==> src/hw/gpct_pkg.sv <==
// Package for the general-purpose counter input and trigger block.
// Assumes one 200 MHz clock domain and a simple register port.
package gpct_pkg;
  // ---------------------------------------------------------------
  // Register offsets (byte addresses, one word each)
  // ---------------------------------------------------------------
  localparam logic [7:0] GPCT_OFF_CTRL = 8'h00; // Mode and polarity control
  localparam logic [7:0] GPCT_OFF_CMD = 8'h04; // Write-one commands
  localparam logic [7:0] GPCT_OFF_STATUS = 8'h08; // State and sticky errors
  localparam logic [7:0] GPCT_OFF_COUNT = 8'h0C; // On-demand count read
  localparam logic [7:0] GPCT_OFF_PULSES = 8'h10; // Finite pulse count
  localparam logic [7:0] GPCT_OFF_PHASE = 8'h14; // Output half period in ticks
  localparam logic [7:0] GPCT_OFF_LEVEL = 8'h18; // FIFO fill level
  // ---------------------------------------------------------------
  // Control field positions
  // ---------------------------------------------------------------
  localparam int GPCT_CTRL_MODE_LSB = 0; // 3-bit function select
  localparam int GPCT_CTRL_TIMING = 3; // 1 = sample clocked
  localparam int GPCT_CTRL_SRC_FALL = 4; // Count falling source edges
  localparam int GPCT_CTRL_SCK_FALL = 5; // Capture on falling sample clock
  localparam int GPCT_CTRL_GATE_LOW = 6; // Gate or pause active low
  localparam int GPCT_CTRL_PAUSE_EN = 7; // Pause trigger enabled
  localparam int GPCT_CTRL_DIR_LSB = 8; // 2-bit direction select
  localparam int GPCT_CTRL_SCK_LSB = 12; // 4-bit sample clock select
  localparam int GPCT_CTRL_HWARM_EN = 16; // Arm from hardware input
  localparam int GPCT_CTRL_RETRIG = 17; // Retriggerable finite output
  localparam int GPCT_CTRL_START_EN = 18; // Output waits for gate start
  localparam logic [31:0] GPCT_CTRL_RESET = 32'h0000_0000; // Reset control
  // ---------------------------------------------------------------
  // Command and status bit positions
  // ---------------------------------------------------------------
  localparam int GPCT_CMD_ARM = 0; // Software arm
  localparam int GPCT_CMD_DISARM = 1; // Software stop
  localparam int GPCT_CMD_CLR_ERR = 2; // Clear sticky overflow
  localparam int GPCT_ST_ARMED = 0; // Counter armed
  localparam int GPCT_ST_OVF = 1; // Sticky FIFO overflow
  localparam int GPCT_ST_DONE = 2; // Single measurement or finite run over
  localparam int GPCT_ST_OUT = 3; // Present pulse output level
  // ---------------------------------------------------------------
  // Modes, directions, sample clock sources
  // ---------------------------------------------------------------
  typedef enum logic [2:0] {
    GPCT_MODE_EDGE = 3'h0, // Edge counting
    GPCT_MODE_PW_SINGLE = 3'h1, // Single pulse width
    GPCT_MODE_PW_BUF = 3'h2, // Buffered pulse width
    GPCT_MODE_GEN_CONT = 3'h3, // Continuous pulse generation
    GPCT_MODE_GEN_FINITE = 3'h4 // Finite pulse generation
  } gpct_mode_t;
  typedef enum logic [1:0] {
    GPCT_DIR_UP = 2'h0,
    GPCT_DIR_DOWN = 2'h1,
    GPCT_DIR_EXT = 2'h2
  } gpct_dir_t;
  localparam int GPCT_NUM_SCK = 11; // Number of selectable sample clocks
  localparam logic [31:0] GPCT_PHASE_RESET = 32'h0000_0001; // Half period reset
endpackage

==> src/hw/gpct_counter.sv <==
// General-purpose counter: arming, triggers, edge counting, pulse width,
// pulse generation and a capture FIFO drained over a valid/ready stream.
// Assumes all trigger, gate, source and clock inputs are asynchronous.
//
// Function
// - Sample clock only from external selected signal
// - Selector offers eleven routed chassis signals
// - Buffered edge count needs sample clock timing
// - Implicit timing latches on measured signal edges
// - Arm by software or hardware arm input
// - Output uses arm plus start; input arm starts
// - Gate starts generation; continuous until software stop
// - Finite emits count then stops; retrigger restarts
// - Edge count pause at active gate level
// - Continuous generation halts while pause active and start trigger disabled
// - Count chosen source edge only when armed
// - On-demand count read never disturbs counting
// - Sample clock edge pushes count into FIFO
// - Captures cumulative; sample clock never clears count
// - Sample clock capture edge rising or falling
// - Direction up, down, or by direction input
// - Pulse width counts source edges during gate
// - Armed during active gate skips partial pulse
// - Single width stores count then ignores edges
// - FIFO values streamed out to host
// - Count is thirty-two bits wide
`timescale 1ns/1ps
`default_nettype none
module gpct_counter #(
  parameter int WIDTH = 32,
  parameter int DEPTH_LOG2 = 4 // FIFO depth is two to this power
) (
  input wire logic clock_in,
  input wire logic rst_n_in,
  input wire logic [7:0] reg_addr_in,
  input wire logic [31:0] reg_wdata_in,
  input wire logic reg_wr_in,
  input wire logic reg_rd_in,
  output logic [31:0] reg_rdata_out,
  input wire logic source_in,
  input wire logic gate_in,
  input wire logic direction_in,
  input wire logic hardware_arm_input_in,
  input wire logic [10:0] sample_clock_sel_in,
  output logic pulse_out,
  output logic [WIDTH-1:0] stream_data_out,
  output logic stream_valid_out,
  input wire logic stream_ready_in
);
  // ---------------------------------------------------------------
  // Input synchronisers
  // ---------------------------------------------------------------
  localparam int NIN = 4 + gpct_pkg::GPCT_NUM_SCK;
  logic [NIN-1:0] meta_reg; // First stage, read only by second stage
  logic [NIN-1:0] sync_reg; // Second stage
  logic [NIN-1:0] prev_reg; // Delayed copy for edge detection
  wire [NIN-1:0] raw_in = {sample_clock_sel_in, hardware_arm_input_in, direction_in,
                           gate_in, source_in};
  // Two flops then an edge-detect flop
  always_ff @(posedge clock_in or negedge rst_n_in) begin
    if (!rst_n_in) begin
      meta_reg <= '0;
      sync_reg <= '0;
      prev_reg <= '0;
    end else begin
      meta_reg <= raw_in;
      sync_reg <= meta_reg;
      prev_reg <= sync_reg;
    end
  end

  // Edge of chosen polarity on a synchronised line
  function automatic logic edge_of(input logic now_v, input logic old_v, input logic fall);
    edge_of = fall ? (old_v & ~now_v) : (now_v & ~old_v);
  endfunction

  // ---------------------------------------------------------------
  // Registers
  // ---------------------------------------------------------------
  logic [31:0] ctrl_reg; // Control word
  logic [31:0] pulses_reg; // Finite pulse target
  logic [31:0] phase_reg; // Output half period
  logic armed_reg; // Counter armed
  logic ovf_reg; // Sticky overflow
  logic done_reg; // Finished single or finite
  logic [WIDTH-1:0] count_reg; // Main count
  logic wait_idle_reg; // Pulse width waits for inactive gate
  logic started_reg; // Generation triggered
  logic [31:0] tick_reg; // Half period timer
  logic [31:0] emitted_reg; // Pulses produced this run
  logic out_reg; // Pulse output level

  // Field decode
  wire [2:0] mode = ctrl_reg[gpct_pkg::GPCT_CTRL_MODE_LSB +: 3];
  wire sck_timed = ctrl_reg[gpct_pkg::GPCT_CTRL_TIMING];
  wire [1:0] dir_sel = ctrl_reg[gpct_pkg::GPCT_CTRL_DIR_LSB +: 2];
  wire [3:0] sck_sel = ctrl_reg[gpct_pkg::GPCT_CTRL_SCK_LSB +: 4];
  wire gate_low = ctrl_reg[gpct_pkg::GPCT_CTRL_GATE_LOW];
  wire is_edge = (mode == gpct_pkg::GPCT_MODE_EDGE);
  wire is_pw_s = (mode == gpct_pkg::GPCT_MODE_PW_SINGLE);
  wire is_pw_b = (mode == gpct_pkg::GPCT_MODE_PW_BUF);
  wire is_cont = (mode == gpct_pkg::GPCT_MODE_GEN_CONT);
  wire is_fin = (mode == gpct_pkg::GPCT_MODE_GEN_FINITE);
  wire is_gen = is_cont | is_fin;

  // Synchronised signals
  wire src_s = sync_reg[0];
  wire src_p = prev_reg[0];
  wire gate_s = sync_reg[1];
  wire gate_p = prev_reg[1];
  wire dir_s = sync_reg[2];
  wire harm_rise = sync_reg[3] & ~prev_reg[3];
  wire [10:0] sck_now = sync_reg[NIN-1:4];
  wire [10:0] sck_old = prev_reg[NIN-1:4];

  // ---------------------------------------------------------------
  // Event decode
  // ---------------------------------------------------------------
  // Only routed signals can clock captures; no internal divider exists
  wire sck_valid = (sck_sel < 4'(gpct_pkg::GPCT_NUM_SCK));
  wire sck_n = sck_valid ? sck_now[sck_sel] : 1'b0;
  wire sck_o = sck_valid ? sck_old[sck_sel] : 1'b0;
  wire sck_edge = edge_of(sck_n, sck_o, ctrl_reg[gpct_pkg::GPCT_CTRL_SCK_FALL]);
  wire src_edge = edge_of(src_s, src_p, ctrl_reg[gpct_pkg::GPCT_CTRL_SRC_FALL]);
  wire gate_act = gate_s ^ gate_low; // Gate in its active level
  wire gate_act_p = gate_p ^ gate_low;
  wire gate_enter = gate_act & ~gate_act_p;
  wire gate_leave = ~gate_act & gate_act_p;
  wire paused = ctrl_reg[gpct_pkg::GPCT_CTRL_PAUSE_EN] & gate_act;

  // Commands
  wire wr_cmd = reg_wr_in & (reg_addr_in == gpct_pkg::GPCT_OFF_CMD);
  wire sw_arm = wr_cmd & reg_wdata_in[gpct_pkg::GPCT_CMD_ARM];
  wire sw_stop = wr_cmd & reg_wdata_in[gpct_pkg::GPCT_CMD_DISARM];
  wire clr_err = wr_cmd & reg_wdata_in[gpct_pkg::GPCT_CMD_CLR_ERR];
  wire hw_arm = ctrl_reg[gpct_pkg::GPCT_CTRL_HWARM_EN] & harm_rise;
  wire arm_evt = ~armed_reg & (sw_arm | hw_arm);

  // Direction of counting
  wire count_up = (dir_sel == gpct_pkg::GPCT_DIR_UP) ? 1'b1 :
                  (dir_sel == gpct_pkg::GPCT_DIR_DOWN) ? 1'b0 : dir_s;

  // Edge counting: armed, not paused
  wire edge_step = armed_reg & is_edge & ~paused & src_edge;
  // Pulse width: count only inside a full active pulse
  wire pw_mode = is_pw_s | is_pw_b;
  wire pw_live = armed_reg & pw_mode & ~done_reg & ~wait_idle_reg;
  wire pw_step = pw_live & gate_act & gate_act_p & src_edge;
  wire pw_end = pw_live & gate_leave;

  // Buffered edge counting works only when sample clocked
  wire edge_cap = armed_reg & is_edge & sck_timed & sck_edge;
  // Buffered pulse width is latched by the gate itself when implicit
  wire pw_cap = pw_end & (is_pw_s | ~sck_timed);
  wire capture = edge_cap | pw_cap;
  wire [WIDTH-1:0] cap_val = pw_step ? count_reg + WIDTH'(1) : count_reg;
  wire start_trig = gate_enter & ctrl_reg[gpct_pkg::GPCT_CTRL_START_EN];
  wire no_start = ~ctrl_reg[gpct_pkg::GPCT_CTRL_START_EN];
  wire retrig = is_fin & ctrl_reg[gpct_pkg::GPCT_CTRL_RETRIG] & start_trig;
  wire gen_go = armed_reg & is_gen & ~started_reg & (no_start | start_trig) &
                ~(is_fin & done_reg & ~ctrl_reg[gpct_pkg::GPCT_CTRL_RETRIG]);
  // Pause only gates continuous runs
  wire gen_hold = is_cont & paused & ~ctrl_reg[gpct_pkg::GPCT_CTRL_START_EN];
  wire half_end = started_reg & ~gen_hold & (tick_reg <= 32'h0000_0001);
  wire fin_done = half_end & out_reg & is_fin & (emitted_reg + 32'h0000_0001 >= pulses_reg);

  // ---------------------------------------------------------------
  // Capture FIFO
  // ---------------------------------------------------------------
  localparam int DEPTH = 1 << DEPTH_LOG2;
  logic [WIDTH-1:0] fifo_mem [DEPTH]; // Storage
  logic [DEPTH_LOG2:0] wptr_reg; // Write pointer with wrap bit
  logic [DEPTH_LOG2:0] rptr_reg; // Read pointer with wrap bit
  wire [DEPTH_LOG2:0] fill = wptr_reg - rptr_reg;
  wire fifo_full = (fill == (DEPTH_LOG2+1)'(DEPTH));
  wire fifo_empty = (fill == '0);
  wire pop = stream_valid_out & stream_ready_in;
  wire push = capture & ~fifo_full;
  wire drop = capture & fifo_full;

  // Write side
  always_ff @(posedge clock_in) begin
    if (push) begin
      fifo_mem[wptr_reg[DEPTH_LOG2-1:0]] <= cap_val;
    end
  end
  // Pointers
  always_ff @(posedge clock_in or negedge rst_n_in) begin
    if (!rst_n_in) begin
      wptr_reg <= '0;
      rptr_reg <= '0;
    end else begin
      if (push) begin
        wptr_reg <= wptr_reg + 1'b1;
      end
      if (pop) begin
        rptr_reg <= rptr_reg + 1'b1;
      end
    end
  end
  // Stream output register; refill only when slot is free
  wire slot_free = ~stream_valid_out | stream_ready_in;
  always_ff @(posedge clock_in or negedge rst_n_in) begin
    if (!rst_n_in) begin
      stream_valid_out <= 1'b0;
      stream_data_out <= '0;
    end else if (slot_free) begin
      // Head word is held separately so the pointer counts it out once
      stream_valid_out <= ~fifo_empty & ~(pop & (fill == (DEPTH_LOG2+1)'(1)));
      stream_data_out <= pop ? fifo_mem[rptr_reg[DEPTH_LOG2-1:0] + 1'b1]
                             : fifo_mem[rptr_reg[DEPTH_LOG2-1:0]];
    end
  end

  // ---------------------------------------------------------------
  // Arming and counting
  // ---------------------------------------------------------------
  always_ff @(posedge clock_in or negedge rst_n_in) begin
    if (!rst_n_in) begin
      armed_reg <= 1'b0;
      count_reg <= '0;
      wait_idle_reg <= 1'b0;
      done_reg <= 1'b0;
    end else if (sw_stop) begin
      armed_reg <= 1'b0; // Software stop wins
    end else if (arm_evt) begin
      armed_reg <= 1'b1;
      count_reg <= '0; // Cumulative from here on
      done_reg <= 1'b0;
      wait_idle_reg <= gate_act; // Skip a pulse already in progress
    end else begin
      if (edge_step) begin
        count_reg <= count_up ? count_reg + WIDTH'(1) : count_reg - WIDTH'(1);
      end else if (pw_step) begin
        count_reg <= count_reg + WIDTH'(1);
      end else if (pw_end & is_pw_b) begin
        count_reg <= '0; // Next buffered pulse starts fresh
      end
      if (wait_idle_reg & ~gate_act) begin
        wait_idle_reg <= 1'b0;
      end
      if (pw_end & is_pw_s) begin
        done_reg <= 1'b1; // Ignore later edges
      end else if (fin_done) begin
        done_reg <= 1'b1;
      end
    end
  end

  // ---------------------------------------------------------------
  // Pulse generation
  // ---------------------------------------------------------------
  // Timer, output level and pulse count
  always_ff @(posedge clock_in or negedge rst_n_in) begin
    if (!rst_n_in) begin
      started_reg <= 1'b0;
      tick_reg <= 32'h0000_0000;
      emitted_reg <= 32'h0000_0000;
      out_reg <= 1'b0;
    end else if (~armed_reg | sw_stop | ~is_gen) begin
      started_reg <= 1'b0; // Continuous runs end only here
      out_reg <= 1'b0;
      emitted_reg <= 32'h0000_0000;
    end else if (gen_go | (retrig & started_reg)) begin
      started_reg <= 1'b1;
      tick_reg <= phase_reg;
      emitted_reg <= 32'h0000_0000;
      out_reg <= 1'b0;
    end else if (fin_done) begin
      started_reg <= 1'b0; // Programmed count reached
      out_reg <= 1'b0;
    end else if (half_end) begin
      tick_reg <= phase_reg;
      out_reg <= ~out_reg;
      if (out_reg) begin
        emitted_reg <= emitted_reg + 32'h0000_0001;
      end
    end else if (started_reg & ~gen_hold) begin
      tick_reg <= tick_reg - 32'h0000_0001;
    end
  end
  assign pulse_out = out_reg;

  // ---------------------------------------------------------------
  // Register writes and sticky error
  // ---------------------------------------------------------------
  always_ff @(posedge clock_in or negedge rst_n_in) begin
    if (!rst_n_in) begin
      ctrl_reg <= gpct_pkg::GPCT_CTRL_RESET;
      pulses_reg <= 32'h0000_0000;
      phase_reg <= gpct_pkg::GPCT_PHASE_RESET;
    end else if (reg_wr_in) begin
      if (reg_addr_in == gpct_pkg::GPCT_OFF_CTRL) begin
        ctrl_reg <= reg_wdata_in;
      end
      if (reg_addr_in == gpct_pkg::GPCT_OFF_PULSES) begin
        pulses_reg <= reg_wdata_in;
      end
      if (reg_addr_in == gpct_pkg::GPCT_OFF_PHASE) begin
        phase_reg <= reg_wdata_in;
      end
    end
  end
  // Set wins over clear
  always_ff @(posedge clock_in or negedge rst_n_in) begin
    if (!rst_n_in) begin
      ovf_reg <= 1'b0;
    end else if (drop) begin
      ovf_reg <= 1'b1;
    end else if (clr_err) begin
      ovf_reg <= 1'b0;
    end
  end

  // ---------------------------------------------------------------
  // Read mux; reading never touches the counting logic
  // ---------------------------------------------------------------
  wire [31:0] status_w = {28'h0000000, out_reg, done_reg, ovf_reg, armed_reg};
  wire [31:0] rd_mux =
    (reg_addr_in == gpct_pkg::GPCT_OFF_CTRL) ? ctrl_reg :
    (reg_addr_in == gpct_pkg::GPCT_OFF_STATUS) ? status_w :
    (reg_addr_in == gpct_pkg::GPCT_OFF_COUNT) ? 32'(count_reg) :
    (reg_addr_in == gpct_pkg::GPCT_OFF_PULSES) ? pulses_reg :
    (reg_addr_in == gpct_pkg::GPCT_OFF_PHASE) ? phase_reg :
    (reg_addr_in == gpct_pkg::GPCT_OFF_LEVEL) ? 32'(fill) : 32'h0000_0000;
  always_ff @(posedge clock_in or negedge rst_n_in) begin
    if (!rst_n_in) begin
      reg_rdata_out <= 32'h0000_0000;
    end else if (reg_rd_in) begin
      reg_rdata_out <= rd_mux;
    end else begin
      reg_rdata_out <= 32'h0000_0000;
    end
  end
endmodule
`default_nettype wire

==> config.mk <==
export PLATFORM = sky130hd
export DESIGN_NAME = gpct_counter
export DESIGN_NICKNAME = d
export VERILOG_FILES = /design/src/hw/gpct_pkg.sv /design/src/hw/gpct_counter.sv
export SDC_FILE = /design/constraint.sdc
export NUM_CORES = 1
export LEC_CHECK = 0
export ABC_AREA = 0
export BUFFER_PORTS_ARGS = -buffer_cell sky130_fd_sc_hd__buf_4
export CORE_UTILIZATION = 35
export CTS_CLUSTER_SIZE = 8
export DETAILED_ROUTE_END_ITERATION = 10
export PLACE_DENSITY = 0.55
export REMOVE_ABC_BUFFERS = 1
export SLEW_MARGIN = 20
export SYNTH_ARGS = -nofsm -noshare
export SYNTH_HDL_FRONTEND = slang
export SYNTH_SLANG_ARGS = --single-unit
==> constraint.sdc <==
create_clock -name clock_in -period 5.9 [get_ports clock_in]
set_input_delay 1.18 -clock clock_in [delete_from_list [all_inputs] [get_ports clock_in]]
set_output_delay 1.18 -clock clock_in [all_outputs]
set_load 0.01 [all_outputs]
* Word-level counts from Yosys, hierarchy flattened
Memories as Yosys holds them, arrays and structs flattened. Cells that the tools add are included.
Storage, ports and cells: latch bits 0, bits in writable memories 512, memory bits (read-only) 0, output and inout port bits 66, register bits after elaboration 318, word-level logic and storage cells 210, input port bits 60, memories 1
Operators by class: reduce and logical (&&, ||, !) cells 22, $mul 0, magnitude comparators 4, bitwise operators 89, shift operators 0, $add $sub $neg 8, equality and inequality tests 15, div/mod/pow operators 0, mux-type cells 51
Memories:
- fifo_mem | depth 16, bits a word 32, rd ports 2, clocked after Yosys merged registers in 0, wr ports 1, line gpct_counter.sv:171 | logic [WIDTH-1:0] fifo_mem [DEPTH];
Operators with widths (number):
- $mux 32 | 22
- $add 32x1->32 const B | 2
- $sub 32x1->32 const B | 2
- $and 1x1->1 | 52
- $ge 32x32->1 | 1
- $le 32x1->1 const B | 1
- $mux 1 | 26
- $not 1->1 | 25
- $eq 8x5->1 const B | 3
- $eq 8x4->1 const B | 2
- $reduce_bool 3->1 | 5
- $reduce_and 2->1 | 6
- $add 5x1->5 const B | 2
- $or 1x1->1 | 10
- $bmux 1 s4 | 2
- $eq 8x3->1 const B | 1
- $logic_not 8->1 | 1
- $reduce_bool 4->1 | 2
- $eq 3x2->1 const B | 2
- $reduce_and 3->1 | 2
- $reduce_bool 2->1 | 3
- $eq 5x1->1 const B | 1
- $eq 5x5->1 const B | 1
- $logic_not 5->1 | 1
- other kinds (13) | 14

* Depth between registers and ports, before layout
depth after elaboration 13, mapped depth 17, depth with buffers taken out 16

* Worst setup path before layout
No wires, ideal clock.
kind register -> register, start register rptr_reg[1], end memory fifo_mem[3][0], enable pin, period minus slack after synthesis 5.378 ns, data required time 5.439 ns, data arrival time 4.917 ns, path slack 0.522 ns, cell stages (with the launch flop) 12, setup time 0.461 ns, cell sequence dfrtp_1 -> buf_1 -> clkbuf_1 -> inv_1 -> fa_1 -> a21o_1 -> a21oi_1 -> xnor2_1 -> nor2_1 -> a21oi_2 -> nand2_1 -> nor3_1
On the way: word-level cells in the longest chain between the ends 6
RTL lines:
- start, declared | line gpct_counter.sv:173 | logic [DEPTH_LOG2:0] rptr_reg;
- start signal, assigned | line gpct_counter.sv:197 | rptr_reg <= rptr_reg + 1'b1;
- $sub 5x5->5 | line gpct_counter.sv:174 | wire [DEPTH_LOG2:0] fill = wptr_reg - rptr_reg;
- $eq 5x5->1 | line gpct_counter.sv:175 | wire fifo_full = (fill == (DEPTH_LOG2+1)'(DEPTH));
- $not 1->1 | line gpct_counter.sv:178 | wire push = capture & ~fifo_full;
- $and 1x1->1 | line gpct_counter.sv:178
- $mux 1 | line gpct_counter.sv:183 | if (push) begin
- $mux 1 (implied by the code) | line gpct_counter.sv:184 | fifo_mem[wptr_reg[DEPTH_LOG2-1:0]] <= cap_val;
- end, declared | line gpct_counter.sv:171
No other way between the ends.

* Worst setup path in the final report
start register emitted_reg[0], end register tick_reg[0]
On the way: word-level cells in the longest chain between the ends 5
RTL lines:
- start, declared | line gpct_counter.sv:90 | logic [31:0] emitted_reg;
- start signal, assigned | line gpct_counter.sv:276 | emitted_reg <= emitted_reg + 32'h0000_0001;
- $add 32x1->32 | line gpct_counter.sv:165 | wire fin_done = half_end & out_reg & is_fin & (emitted_reg + 32'h0000_0001 >= pulses_reg);
- $ge 32x32->1 | line gpct_counter.sv:165
- $and 1x1->1 | line gpct_counter.sv:165
- $ne 2x1->1 (no line)
- $reduce_and 3->1 (no line)
- end signal, assigned | line gpct_counter.sv:266 | tick_reg <= phase_reg;
- end signal, assigned | line gpct_counter.sv:273 | tick_reg <= phase_reg;
- end signal, assigned | line gpct_counter.sv:279 | tick_reg <= tick_reg - 32'h0000_0001;
- end, declared | line gpct_counter.sv:89 | logic [31:0] tick_reg;
No other way between the ends. A chain may end at the register's enable or synchronous reset.

==> metrics.md <==
| Metric | Value |
|---|---|
| Root Buffer | `clkbuf_16` |
| Least-Margin Pin Slew | `1.112 ns` |
| Distinct cell type count after synthesis | `84` |
| Reg2reg start | `emitted_reg[0]` |
| Hold Fails Final Rpt | `0` |
| CP Cell Sequence | `ha_1, nand4_1, nor4_1, and3_1, and3_1, and3_1, xor2_1, ha_1, a21oi_1, o21ai_0, nor4b_1, o21ai_0, a211oi_1, nor2_4, buf_4, a21oi_1, o22ai_1` |
| Worst setup EP type | `flop` |
| Worst path required time | `6.49 ns` |
| Post-layout min period | `between 4 and 5 ns` |
| Outcome | `finished, final reports clean` |
| Post-synthesis cell area | `40060 um^2` |
| WL/cell | `25.79 um` |
| Startpoint Class | `flop` |
| Max Clock Skew | `0.04688 ns` |
| Synth Flop Type | `edfxtp_1` |
| Placed cell count | `4240` |
| Max FFs per register | `just over 500` |
| FF-to-FF setup slack | `1.26 ns` |
| Vias in the first global route | `26060` |
| Total GRT Usage | `19.78%` |
| Post-synth ARST share | `38.24%` |
| Fill cells | `roughly 10000` |
| Critical Path Start | `emitted_reg[0]` |
| Peak VDD IR | `0.3580 mV` |
| Final setup fails | `0` |
| Final Cycle Share | `78.62%` |
| Static Leakage | `~17 nW` |
| Max H-tree Level | `3` |
| Setup bufs post-CTS | `0` |
| RSZ-0062 raised after global routing | `false` |
| Resized Gates After CTS | `0` |
| Critical path type | `reg2reg` |
| Final wirelength | `114.5 mm` |
| Initial Utilization | `35.46%` |
| Yosys top cell by area | `edfxtp_1` |
| Total gr overflow | `0` |
| Worst EP arrival | `5.23 ns` |
| Number of sinks on the clock net | `829` |
| CTS clk-pin slew, worst paths | `~0.060 ns` |
| Die extent in x | `340.3 um` |
| First-pass GRT wire length | `171.4 mm` |
| Leading cell type in the layout, fill and taps excluded | `edfxtp_1` |
| #FFs+latches synth | `829` |
| Die Footprint | `between 100000 and 150000 um^2` |
| Initial DRC Count | `2295` |
| Worst hold slack | `0.3393 ns` |
| Drc violations | `0` |
| Hold-fix buffers at CTS | `0` |
| Worst min path class | `reg2reg` |
| Total power | `20.04 mW` |
| P&R area growth vs syn | `16.02%` |
| Initial antenna violation count | `0` |
| CTS tree | `built` |
| DP Wirelength | `between 70 and 80 mm` |
| Layout cell share with drive strength beyond 1 | `27.53%` |
| Max Cap Viol | `0` |
| CP max stage cell | `nor2_4` |
| Synthesized area per cell | `approximately 15 um^2` |
| Synth warnings | `0` |
| Crit path to | `tick_reg[0]` |
| Post-route ant nets | `0` |
| R2R Path End | `tick_reg[0]` |
| CTS Buf Count | `about 110` |
| IO buf count | `125` |
| GPL Wtd Cong | `0.8563` |
| Max-slew violation count | `0` |
| Register area share after synthesis | `58.18%` |
| DR vias | `25040` |
| Setup tns final | `0 ns` |
| Post-synth EDFFs | `512` |
| Most frequent cells in the layout | `edfxtp_1, mux4_2, dfrtp_1` |
| Reg2reg path depth | `17` |
| Final cell count without fillers | `4439` |
| Bufs on Longest Clock Path | `3` |
| Via/cell ratio | `roughly 5.6` |
| ANT cells | `0` |
| Total I/O pin count | `about 130` |
| Critical path fanouts, max | `49` |
| Critical path's most frequent cell | `and3_1` |
| Post-Syn Instances | `approximately 2700` |
| Yosys top cell area share | `38.38%` |
| Largest stage delay on the critical path | `0.74 ns` |
| Slew HR | `25.62%` |
| Die Ht | `340.3 um` |
| Final nets | `2964` |
| Drt pass-1 iters | `6` |
| Worst-skew pair later-pin latency | `0.71 ns` |
| Max Freq | `around 220 MHz` |
| Core footprint | `about 110000 um^2` |
| P per Cell Area | `431.3 nW/um^2` |
| Synth area leaders | `edfxtp_1, dfrtp_1, mux4_2, mux2_2, nor2_1` |
| FP Rows | `123` |
| Largest net degree at the start of global routing | `151` |
==> routing by layer <==
metal / track usage [%] / vias to the layer above / routed length (um)
met4: 5.512 / 0 / 3055
met5: 0 / - / 0
met2: 34.02 / 925 / 57440
met3: 2.899 / 194 / 6687
met1: 25.97 / 13040 / 47290
li1: - / 10890 / -
==> layout make-up <==
class / count / area, um^2 / area share [%]
sequential: 829 / 23320 / 50.17
multi-input combinational: 1649 / 16110 / 34.65
clock buffer: 193 / 3181 / 6.843
tap: 1500 / 1877 / 4.038
timing repair buffer: 201 / 1617 / 3.478
inverter: 61 / 229.0 / 0.4927
clock inverter: 6 / 148.9 / 0.3204
==> worst min path at each step <==
| stage | cells after the start | end | slack [ns] | startpoint |
|---|---|---|---|---|
| after floorplan | 0 | sync_reg[0] | 0.33 | meta_reg[0] |
| after global placement | 0 | sync_reg[2] | 0.34 | meta_reg[2] |
| after detailed placement | 0 | sync_reg[5] | 0.34 | meta_reg[5] |
| after CTS | 0 | sync_reg[11] | 0.34 | meta_reg[11] |
| after global routing | 0 | sync_reg[11] | 0.34 | meta_reg[11] |
| final | 0 | sync_reg[11] | 0.34 | meta_reg[11] |
==> worst max-delay path: cells and delay by family (launching register included) <==
| family | cells | cell delay [ns] |
|---|---|---|
| AND/OR/NAND/NOR | 7 | 2.19 |
| flip-flops | 1 | 0.43 |
| XOR/XNOR | 1 | 0.16 |
| buffers and inverters | 1 | 0.33 |
| AO/OA/AOI/OAI | 6 | 1.00 |
| adder cells (fa/ha/maj) | 2 | 0.41 |
==> synthesized netlist by cell type, types with 4 or more instances <==
library cell    n
o21a_1          6
nand2_1       176
nor3b_1         9
buf_1          35
buf_2          16
a31oi_1         9
or4_1           4
mux2_2         97
o22ai_1        17
a211oi_1        5
and2_1          8
mux4_2        317
o211ai_1        6
or2_2          10
nor4b_1         4
dfrtp_1       316
a22oi_1         8
inv_1          60
or3_1           8
a21boi_0       31
o21ai_0       120
a222oi_1       29
clkbuf_1      127
mux2i_1        43
nor2_1        196
nand3b_1        6
nor2b_1         8
nor4_1         18
nand2b_1       12
o21ai_1         4
xor2_1         67
a21o_1          6
ha_1           47
nor3_1         50
and3_1         28
nand4_1        17
o31ai_1         8
a22o_1          4
a21oi_1       120
nand3_1        41
edfxtp_1      512
xnor2_1        49
and4_1          5
==> per-stage QoR <==
step | utilization (%) | area, um^2 | setup WS (ns)
after floorplan | - | 39350 | -8.267
final | 41.14 | 46480 | 1.261
after detailed placement | 38.14 | 43080 | 1.338
after global placement | 38.10 | 43040 | 1.484
after global routing | 41.14 | 46480 | 0.8893
after CTS | 41.08 | 46410 | 1.273
==> cell families after synthesis <==
family | count (synthesis) | share of synthesized area [%]
adders and majority gates | 48 | 1.518
buffers and inverters | 241 | 2.336
xor gates and xnor gates | 116 | 2.536
muxes | 457 | 21.62
AOI/OAI and AO/OA | 409 | 6.425
DFF | 829 | 58.18
and+or+nand+nor | 619 | 7.377
==> where the power goes <==
| part | internal [mW] | leakage, nW | switching [mW] |
|---|---|---|---|
| registers | 6.58 | 9.21 | 0.455 |
| clock network | 3.63 | 1.57 | 2.51 |
| logic | 3.50 | 6.60 | 3.36 |
| total | 13.7 | 17.4 | 6.33 |
No activity file was read; power rests on OpenSTA's default activity.
